===== config.mk =====
export PLATFORM = sky130hd
export DESIGN_NAME = wdg_watchdog
export DESIGN_NICKNAME = d
export VERILOG_FILES = /design/src/verilog/wdg_pkg.sv /design/src/verilog/wdg_watchdog.sv /design/src/verilog/wdg_tick_counter.sv
export SDC_FILE = /design/constraint.sdc
export NUM_CORES = 1
export LEC_CHECK = 0
export BUFFER_PORTS_ARGS = -buffer_cell sky130_fd_sc_hd__buf_2
export CAP_MARGIN = 25
export CORE_UTILIZATION = 57
export DETAILED_ROUTE_END_ITERATION = 16
export PLACE_DENSITY = 0.88
export SLEW_MARGIN = 30
export SYNTH_ARGS = -nofsm -noshare
export SYNTH_HDL_FRONTEND = slang
export SYNTH_SLANG_ARGS = --single-unit

===== constraint.sdc =====
create_clock -name clk -period 3.95 [get_ports clk]
set_input_delay 0.1975 -clock clk [delete_from_list [all_inputs] [get_ports clk]]
set_output_delay 0.1975 -clock clk [all_outputs]
set_load 0.005 [all_outputs]

===== src/verilog/wdg_pkg.sv =====
// Constants and helper functions shared by the watchdog block.
package wdg_pkg;

  // ---------------------------------------------------------------
  // Clock source figures
  // ---------------------------------------------------------------
  localparam int LOW_POWER_RC_OSC_FREQ_HZ      = 31000;
  localparam int PRESCALE_LOG2_32  = 5;
  localparam int PRESCALE_LOG2_128 = 7;
  localparam int POSTSCALE_W       = 4;

  // ---------------------------------------------------------------
  // Counter sizing
  // ---------------------------------------------------------------
  localparam int SHIFT_W           = 6;
  localparam int MAIN_CNT_W        = 22;
  localparam int DS_CNT_W          = 36;
  localparam int DS_BASE_LOG2      = 6;
  localparam int DS_STEP_LOG2      = 2;

  // ---------------------------------------------------------------
  // Shift decoding
  // ---------------------------------------------------------------
  // Total main time-out in clock-source ticks is 2**shift.
  function automatic logic [SHIFT_W-1:0] wdg_main_shift(input logic psa_128,
                                                        input logic [POSTSCALE_W-1:0] post);
    logic [SHIFT_W-1:0] pre;
    pre = psa_128 ? SHIFT_W'(PRESCALE_LOG2_128) : SHIFT_W'(PRESCALE_LOG2_32);
    wdg_main_shift = pre + SHIFT_W'(post);
  endfunction : wdg_main_shift

  // Deep sleep time-out grows four times per postscale step.
  function automatic logic [SHIFT_W-1:0] wdg_ds_shift(input logic [POSTSCALE_W-1:0] post);
    wdg_ds_shift = SHIFT_W'(DS_BASE_LOG2) + (SHIFT_W'(post) << DS_STEP_LOG2'(1));
  endfunction : wdg_ds_shift

endpackage : wdg_pkg


===== src/verilog/wdg_watchdog.sv =====
// Main watchdog and deep-sleep watchdog, top level.
// How it works
// - Main watchdog counts low-power RC ticks; enabling it turns that oscillator on.
// - Prescale select bit picks division by 32 or by 128.
// - Nominal prescaler period is about 1 ms or about 4 ms.
// - Four-bit postscale field further divides prescaler output, sixteen ratios.
// - Device reset and completed clock switch restart counter, prescaler and postscaler.
// - Entering and leaving sleep or idle restarts the whole watchdog chain.
// - Clear instruction restarts the counter and clears prescaler and postscaler.
// - Watchdog keeps counting in sleep or idle; expiry there wakes, not resets.
// - Time-out flag stays set until software clears it.
// - In windowed mode a clear is accepted only in the final quarter.
// - In windowed mode an early clear causes a watchdog reset.
// - Window disable bit at zero selects windowed mode.
// - Hardware enable bit set keeps watchdog running; software cannot stop it.
// - With hardware enable zero, software enable bit alone runs the watchdog.
// - Software enable bit is cleared on every device reset.
// - Deep-sleep watchdog runs in deep sleep, clocked from selected oscillator.
// - Four-bit deep-sleep postscale field sets its period.
// - Enabling deep-sleep watchdog enables its clock; expiry wakes from deep sleep.
`timescale 1ns/1ps
`default_nettype none
module wdg_watchdog
  import wdg_pkg::*;
(
  // Clock and reset
  input  wire logic                   clk,
  input  wire logic                   rst_n,
  // Oscillator tick strobes
  input  wire logic                   low_power_rc_osc_tick,
  input  wire logic                   secondary_osc_tick,
  // Main watchdog configuration
  input  wire logic                   hw_watchdog_enable,
  input  wire logic                   prescale_select_bit,
  input  wire logic [POSTSCALE_W-1:0] postscale_select_field,
  input  wire logic                   window_disable_bit,
  // Deep-sleep watchdog configuration
  input  wire logic                   deep_sleep_watchdog_enable,
  input  wire logic                   deep_sleep_clock_select,
  input  wire logic [POSTSCALE_W-1:0] deep_sleep_postscale_field,
  // Processor events and states
  input  wire logic                   device_reset,
  input  wire logic                   clock_switch_done,
  input  wire logic                   power_save_enter,
  input  wire logic                   power_save_exit,
  input  wire logic                   in_power_save,
  input  wire logic                   in_deep_sleep,
  input  wire logic                   watchdog_clear_instruction,
  // Software access to control bits
  input  wire logic                   sw_enable_write,
  input  wire logic                   sw_enable_wdata,
  input  wire logic                   timeout_flag_clear,
  // Oscillator requests
  output logic                        low_power_rc_osc_en,
  output logic                        secondary_osc_en,
  // Results
  output logic                        watchdog_reset,
  output logic                        watchdog_wake,
  output logic                        deep_sleep_wake,
  output logic                        timeout_flag,
  output logic                        sw_watchdog_enable,
  output logic                        window_open
);

  // ---------------------------------------------------------------
  // Elaboration checks
  // ---------------------------------------------------------------
  if (MAIN_CNT_W < PRESCALE_LOG2_128 + 15)
  begin : g_bad_main_width
    $error("main counter too narrow for longest time-out");
  end
  if (DS_CNT_W < DS_BASE_LOG2 + 15 * (1 << DS_STEP_LOG2) / 2)
  begin : g_bad_ds_width
    $error("deep sleep counter too narrow for longest time-out");
  end

  // ---------------------------------------------------------------
  // Declarations
  // ---------------------------------------------------------------
  logic                  sw_enable_reg;
  logic                  flag_reg;
  logic                  reset_reg;
  logic                  wake_reg;
  logic                  ds_wake_reg;
  logic                  low_power_rc_osc_en_reg;
  logic                  secondary_osc_en_reg;
  logic                  main_run;
  logic                  windowed;
  logic                  main_restart;
  logic                  early_clear;
  logic                  main_expire;
  logic                  main_last_quarter;
  logic [MAIN_CNT_W-1:0] main_count;
  logic [SHIFT_W-1:0]    main_shift;
  logic                  ds_run;
  logic                  ds_tick;
  logic                  ds_expire;
  logic [SHIFT_W-1:0]    ds_shift;
  logic                  reset_next;
  logic                  flag_set;

  // ---------------------------------------------------------------
  // Enable and mode decode
  // ---------------------------------------------------------------
  assign main_run   = hw_watchdog_enable || sw_enable_reg;
  assign windowed   = !window_disable_bit;
  assign main_shift = wdg_main_shift(prescale_select_bit,
                                     postscale_select_field);

  assign early_clear = main_run && windowed && watchdog_clear_instruction
                       && !main_last_quarter;

  assign main_restart = device_reset || clock_switch_done
                        || power_save_enter || power_save_exit
                        || watchdog_clear_instruction;

  // ---------------------------------------------------------------
  // Software enable bit
  // ---------------------------------------------------------------
  always_ff @(posedge clk or negedge rst_n)
  begin
    if (!rst_n)
      sw_enable_reg <= 1'b0;
    else if (device_reset)
      sw_enable_reg <= 1'b0;
    else if (sw_enable_write)
      sw_enable_reg <= sw_enable_wdata;
  end

  // ---------------------------------------------------------------
  // Main watchdog counter
  // ---------------------------------------------------------------
  wdg_tick_counter #(
    .CNT_W           (MAIN_CNT_W)
  ) u_main_cnt (
    .clk             (clk),
    .rst_n           (rst_n),
    .tick            (low_power_rc_osc_tick),
    .run             (main_run),
    .restart         (main_restart),
    .shift           (main_shift),
    .expire          (main_expire),
    .in_last_quarter (main_last_quarter),
    .count           (main_count)
  );

  // ---------------------------------------------------------------
  // Reset, wake and time-out flag
  // ---------------------------------------------------------------
  assign reset_next = (main_expire && !in_power_save) || early_clear;
  assign flag_set   = main_expire || early_clear;

  always_ff @(posedge clk or negedge rst_n)
  begin
    if (!rst_n)
    begin
      reset_reg <= 1'b0;
      wake_reg  <= 1'b0;
    end
    else
    begin
      reset_reg <= reset_next;
      wake_reg  <= main_expire && in_power_save;
    end
  end

  // A new time-out in the clearing cycle keeps the flag set.
  always_ff @(posedge clk or negedge rst_n)
  begin
    if (!rst_n)
      flag_reg <= 1'b0;
    else
      flag_reg <= flag_set || (flag_reg && !timeout_flag_clear);
  end

  // ---------------------------------------------------------------
  // Deep-sleep watchdog
  // ---------------------------------------------------------------
  assign ds_run   = deep_sleep_watchdog_enable && in_deep_sleep;
  assign ds_tick  = deep_sleep_clock_select ? low_power_rc_osc_tick : secondary_osc_tick;
  assign ds_shift = wdg_ds_shift(deep_sleep_postscale_field);

  wdg_tick_counter #(
    .CNT_W           (DS_CNT_W)
  ) u_ds_cnt (
    .clk             (clk),
    .rst_n           (rst_n),
    .tick            (ds_tick),
    .run             (ds_run),
    .restart         (1'b0),
    .shift           (ds_shift),
    .expire          (ds_expire),
    .in_last_quarter (),
    .count           ()
  );

  always_ff @(posedge clk or negedge rst_n)
  begin
    if (!rst_n)
      ds_wake_reg <= 1'b0;
    else
      ds_wake_reg <= ds_expire;
  end

  // ---------------------------------------------------------------
  // Oscillator requests
  // ---------------------------------------------------------------
  always_ff @(posedge clk or negedge rst_n)
  begin
    if (!rst_n)
    begin
      low_power_rc_osc_en_reg <= 1'b0;
      secondary_osc_en_reg <= 1'b0;
    end
    else
    begin
      low_power_rc_osc_en_reg <= main_run
                     || (deep_sleep_watchdog_enable && deep_sleep_clock_select);
      secondary_osc_en_reg <= deep_sleep_watchdog_enable && !deep_sleep_clock_select;
    end
  end

  // ---------------------------------------------------------------
  // Outputs
  // ---------------------------------------------------------------
  assign low_power_rc_osc_en = low_power_rc_osc_en_reg;
  assign secondary_osc_en    = secondary_osc_en_reg;
  assign watchdog_reset      = reset_reg;
  assign watchdog_wake       = wake_reg;
  assign deep_sleep_wake     = ds_wake_reg;
  assign timeout_flag        = flag_reg;
  assign sw_watchdog_enable  = sw_enable_reg;
  assign window_open         = main_run && (window_disable_bit || main_last_quarter);
endmodule : wdg_watchdog
`default_nettype wire


===== src/verilog/wdg_tick_counter.sv =====
// Power-of-two tick counter with expiry pulse and last-quarter flag.
`timescale 1ns/1ps
`default_nettype none
module wdg_tick_counter
  import wdg_pkg::*;
#(
  parameter int CNT_W = 22
)
(
  // Clock and reset
  input  wire logic               clk,
  input  wire logic               rst_n,
  // Control
  input  wire logic               tick,
  input  wire logic               run,
  input  wire logic               restart,
  input  wire logic [SHIFT_W-1:0] shift,
  // Status
  output logic                    expire,
  output logic                    in_last_quarter,
  output logic [CNT_W-1:0]        count
);

  // ---------------------------------------------------------------
  // Period decode
  // ---------------------------------------------------------------
  function automatic logic [CNT_W:0] span_of(input logic [SHIFT_W-1:0] s);
    span_of = {{CNT_W{1'b0}}, 1'b1} << s;
  endfunction : span_of

  logic [CNT_W:0]   span;
  logic [CNT_W-1:0] terminal;
  logic [CNT_W-1:0] threshold;
  logic [CNT_W-1:0] count_reg;
  logic             expire_reg;
  logic             at_end;

  assign span      = span_of(shift);
  assign terminal  = CNT_W'(span - 1'b1);
  assign threshold = CNT_W'(span - (span >> 2));
  assign at_end    = (count_reg == terminal);

  // ---------------------------------------------------------------
  // Counter
  // ---------------------------------------------------------------
  always_ff @(posedge clk or negedge rst_n)
  begin
    if (!rst_n)
      count_reg <= '0;
    else if (restart || !run)
      count_reg <= '0;
    else if (tick)
      count_reg <= at_end ? '0 : count_reg + 1'b1;
  end

  always_ff @(posedge clk or negedge rst_n)
  begin
    if (!rst_n)
      expire_reg <= 1'b0;
    else
      expire_reg <= run && !restart && tick && at_end;
  end

  assign expire          = expire_reg;
  assign in_last_quarter = (count_reg >= threshold);
  assign count           = count_reg;

endmodule : wdg_tick_counter
`default_nettype wire


==> results.md <==
- Synthesis inferred 67 register bits.
- The internal power is ~1.6 mW.
- The growth of design area from synthesis to finish is 18.3%.
- The slowest stage of the critical path is the or3_4 cell.
- The startpoint class of the critical path is an input port.
- The type of the setup path with the least slack is in2out.
- The path class of the tightest hold or removal check is in2reg.
- Of the total power, the share spent switching nets is 0.294.
- Grouping stages by cell kind, the critical path spends the most delay in compound AO/OA/AOI/OAI gates.
- The highest net fanout along the worst path is 6.
- The signal on the critical path passes through buf_8 -> ha_4 -> and2_4 -> nand3_4 -> ha_4 -> o21a_1 -> o211ai_1 -> buf_4 -> a211oi_4 -> o21ai_4 -> o311ai_4 -> and2_4 -> xnor2_2 -> ha_1 -> nand3_2 -> or3_4 -> o21a_1 -> a211oi_2 -> buf_2.
- The via count of the first global-routing pass was 6917.
- Counting both buffers and inverters, the worst setup path holds a total of 3.
- The aggregate global-route resource usage is 0.323.
- The top-area cell type share of the netlist area is 0.238.
- The total CTS buffers is 9.
- The actual slew at the worst max-slew pin is 0.816 ns.
- The share of total power dissipated in combinational logic is 0.289.
- The required arrival time at the worst endpoint is 3.75 ns.
- The static leakage is about 3.7 nW.
- The number of hold-slack violations in the final timing report is 0.
- After layout, the worst setup slack is -0.181 ns.
- The simple-gate share of the synthesized area is 0.314.
- Setup repair after global routing could not meet its margin everywhere.
- The headroom to the max-slew limit is 0.456.
- After synthesis, the cell types taking the most area are dfrtp_1 (24%), ha_1 (8.5%), nand2_1 (5.6%).
- The top achievable clock speed is ~0.24 GHz.
- The parity-gate share of the synthesized area counting xor and xnor cells is 0.0709.
- Leaving out fill and tap cells, the most frequent cell in the layout is nand2_1.
- The dominant synthesized flop cell is dfrtp_1.
- Setup violations remaining at the end of the flow were counted as 1.
- The die width is about 110 µm.
- For this configuration, the core starts out at a cell density of 0.586.
- The pin count of the biggest net entering global routing is between 40 and 50.
- Across the routed clock network, the largest skew measured is 0.00641 ns.
- The CTS H-tree depth is 3.
- The share of total power in the clock network is 0.404.
- Clock-pin slew was measured on the worst setup and hold paths at about 0.060 ns.
- At the end of routability-driven placement, the weighted congestion stood at ~0.95.
- The final antenna-violating net count is 0.
- The initial antenna violation count is 0.
- For this run, the number of Yosys warnings is 0.
- Summed over all layers, the global routing overflow is 0.
- The final instance count without filler cells is approximately 1100.
- The post-layout utilization of the core is 0.693.
- The placement row count is 40.
- The antenna diode count is 0.
- The clock tree buffer depth is 2.
- The average wire per standard cell is approximately 18 µm.
- The overall power consumption is between 2 and 2.5 mW.
- The HPWL after detailed placement is approximately 14000 µm.
- The number of clock sinks is 67.
- The flow ran to the end, but the final reports show violations.
- Summing all multi-input logic gate instances after layout gives around 5300 µm².
- The post-synthesis compound-gate area fraction was 0.214.
- The pre-CTS setup slack is -0.325 ns.
- The final reports fail on negative setup slack.
- The total area inside the core boundary comes to ~12000 µm².
- In this run, distinct cell masters in the synthesized netlist total 76.
- The die area is around 13000 µm².
- For this run, the register share of the synthesized area comes to 0.238.
- The via count is ~7700.
- The first-pass GRT wire length is around 33000 µm.
- After the first detailed-routing iteration, the DRC count stood at around 1000.
- The footprint of the flip-flops and latches is around 1700 µm².
- The max-slew violation count was 0.
- The number of flip-flops in the largest register is 36.
- The number of enable flip-flop cells after synthesis is 0.
- The register share of total power is 0.307.
- The clock reaches the later pin of the worst-skew pair after 0.34 ns.
- In this run the power spent charging and discharging nets is 0.665 mW.
- The main combinational cell family by area after synthesis is simple AND/OR/NAND/NOR gates.
- The final routed DRC violation total is 0.
- The synthesized cell area is between 7000 and 8000 µm².
- Before antenna repair, the detailed router went through 6 iterations.
- In the routed layout, each cell is associated on average with a via count of approximately 6.7.
- Across the VDD grid, the largest voltage drop is ~0.00031 V.
- The die height is 113 µm.
- In the synthesized netlist the async set-or-reset flop fraction comes to 1.00.
- The largest stage delay on the critical path is roughly 0.38 ns.
- The type of element capturing the critical path is an output pin.
- Summed over all instances, the cell type with the most area after synthesis is dfrtp_1.
- The power density over cell area is 272 nW/µm².
- Fill cells in the final layout number ~890.
- The post-route setup TNS is -0.181 ns.
- The number of maximum-capacitance violations is 0.
- Of the post-synthesis cell area, the part taken by muxes is 0.0132.
- TritonCTS built the clock tree.
- The mean area per synthesized cell is approximately 7.6 µm².
- In this run the count of I/O pins placed on the die edge is 35.
- The fraction of the cycle the final worst path needs is 1.05.
- Synthesis handed over a netlist of 929 instances.
- For this run, the post-layout net count is 1065.
- The number of input and output port buffers inserted is 34.
- The total instance count after detailed placement is 1117.
- The final layout contains routed wiring with a total length of ~21000 µm.
- CTS placed an instance of clkbuf_16 at the clock tree root.
- The top cell types in the final layout, fill and taps aside, are nand2_1 (103), dfrtp_1 (67), buf_4 (63), nor3_1 (47).
- In the final layout, the share of cells above drive strength 1 is 0.172.
- The worst path arrival time is ~3.9 ns.
- Of the total synthesized cell area, the portion taken by full adders, half adders and majority gates is 0.0882.
- The routed design could run at a clock period as short as approximately 4.1 ns.
per-stage QoR:
step / hold WS [ns] / cell area, µm²
after global routing: 0.0200 / 8330
after detailed placement: 0.362 / 7610
after CTS: 0.0196 / 8160
after global placement: 0.332 / 7610
final: 0.0198 / 8330
after floorplan: -0.0981 / 7080
area by class of cell:
type,instances,area share
Tap cell,147,0.0221
Clock inverter,6,0.0137
Multi-Input combinational cell,766,0.634
Timing Repair Buffer,97,0.0798
Inverter,48,0.0216
Clock buffer,10,0.0275
Sequential cell,67,0.201
kinds of logic (layout without fill, tap and decap cells):
family	Yosys count	after routing
buffers and inverters	108	161
AO/OA/AOI/OAI	223	223
adder cells (fa/ha/maj)	49	49
XOR/XNOR	57	57
flip-flops	67	67
multiplexers	9	9
AND/OR/NAND/NOR	414	414
other	2	14
cell usage after synthesis (all sizes together), types with 9 or more instances:
cell type,count
a21o,17
a21oi,40
a31oi,18
and3,16
buf,14
clkbuf,46
dfrtp,67
ha,48
inv,47
nand2,105
nand2b,18
nand3,47
nand4,33
nor2,46
nor2b,13
nor3,49
nor4,17
o21ai,49
o22ai,9
or2,11
or3,15
xnor2,25
xor2,32
metal layers:
metal  routed length, µm  GRT usage  vias up  part of all wire
met2                9480      0.505      481              0.45
met5                   0          0        -                 0
met4                 712      0.125        0             0.034
met3                2330     0.0627       98              0.11
met1                8490      0.441     3564              0.40
li1                    -          -     3524                 -
final timing paths:
| path | slack, ns | end | start | depth (start not counted) |
|---|---|---|---|---|
| min reg2reg | 0.37 | deep_sleep_wake | u_ds_cnt.expire | 0 |
| max | -0.18 | window_open | prescale_select_bit | 19 |
| min in group asynchronous | 0.39 | u_ds_cnt.count[23] | rst_n | 2 |
| min | 0.02 | sw_watchdog_enable | device_reset | 2 |
| max in group asynchronous | 2.81 | u_ds_cnt.count[1] | rst_n | 3 |
| max reg2reg | 0.80 | u_ds_cnt.count[35] | u_ds_cnt.count[7] | 8 |
power groups by stage:
stage / sequential (mW) / combinational [mW] / clock (mW)
6_report: 0.695 / 0.655 / 0.915
5_1_grt: 0.695 / 0.712 / 0.963
4_1_cts: 0.695 / 0.571 / 0.925
3_5_place_dp: 0.707 / 0.521 / 0
3_3_place_gp: 0.707 / 0.507 / 0
2_1_floorplan: 0.708 / 0.362 / 0
worst register-to-register path, cell delays in order (launching register included):
cell,delay (ns)
dfrtp_1,0.52
nand2_1,0.19
or4_4,0.58
nor4_4,0.42
nand3_2,0.17
or3_1,0.46
or3_1,0.36
or3_1,0.31
nand3_1,0.08
timing repair:
item | CTS | global route
gates resized for setup | 33 | 26
hold endpoints to repair | 0 | 40
buffers inserted | 4 | 3
endpoints found under the setup margin | 1 | 1
pin swaps | 13 | 14
hold buffers | 0 | 1
Power figures use the tool's default switching activity.
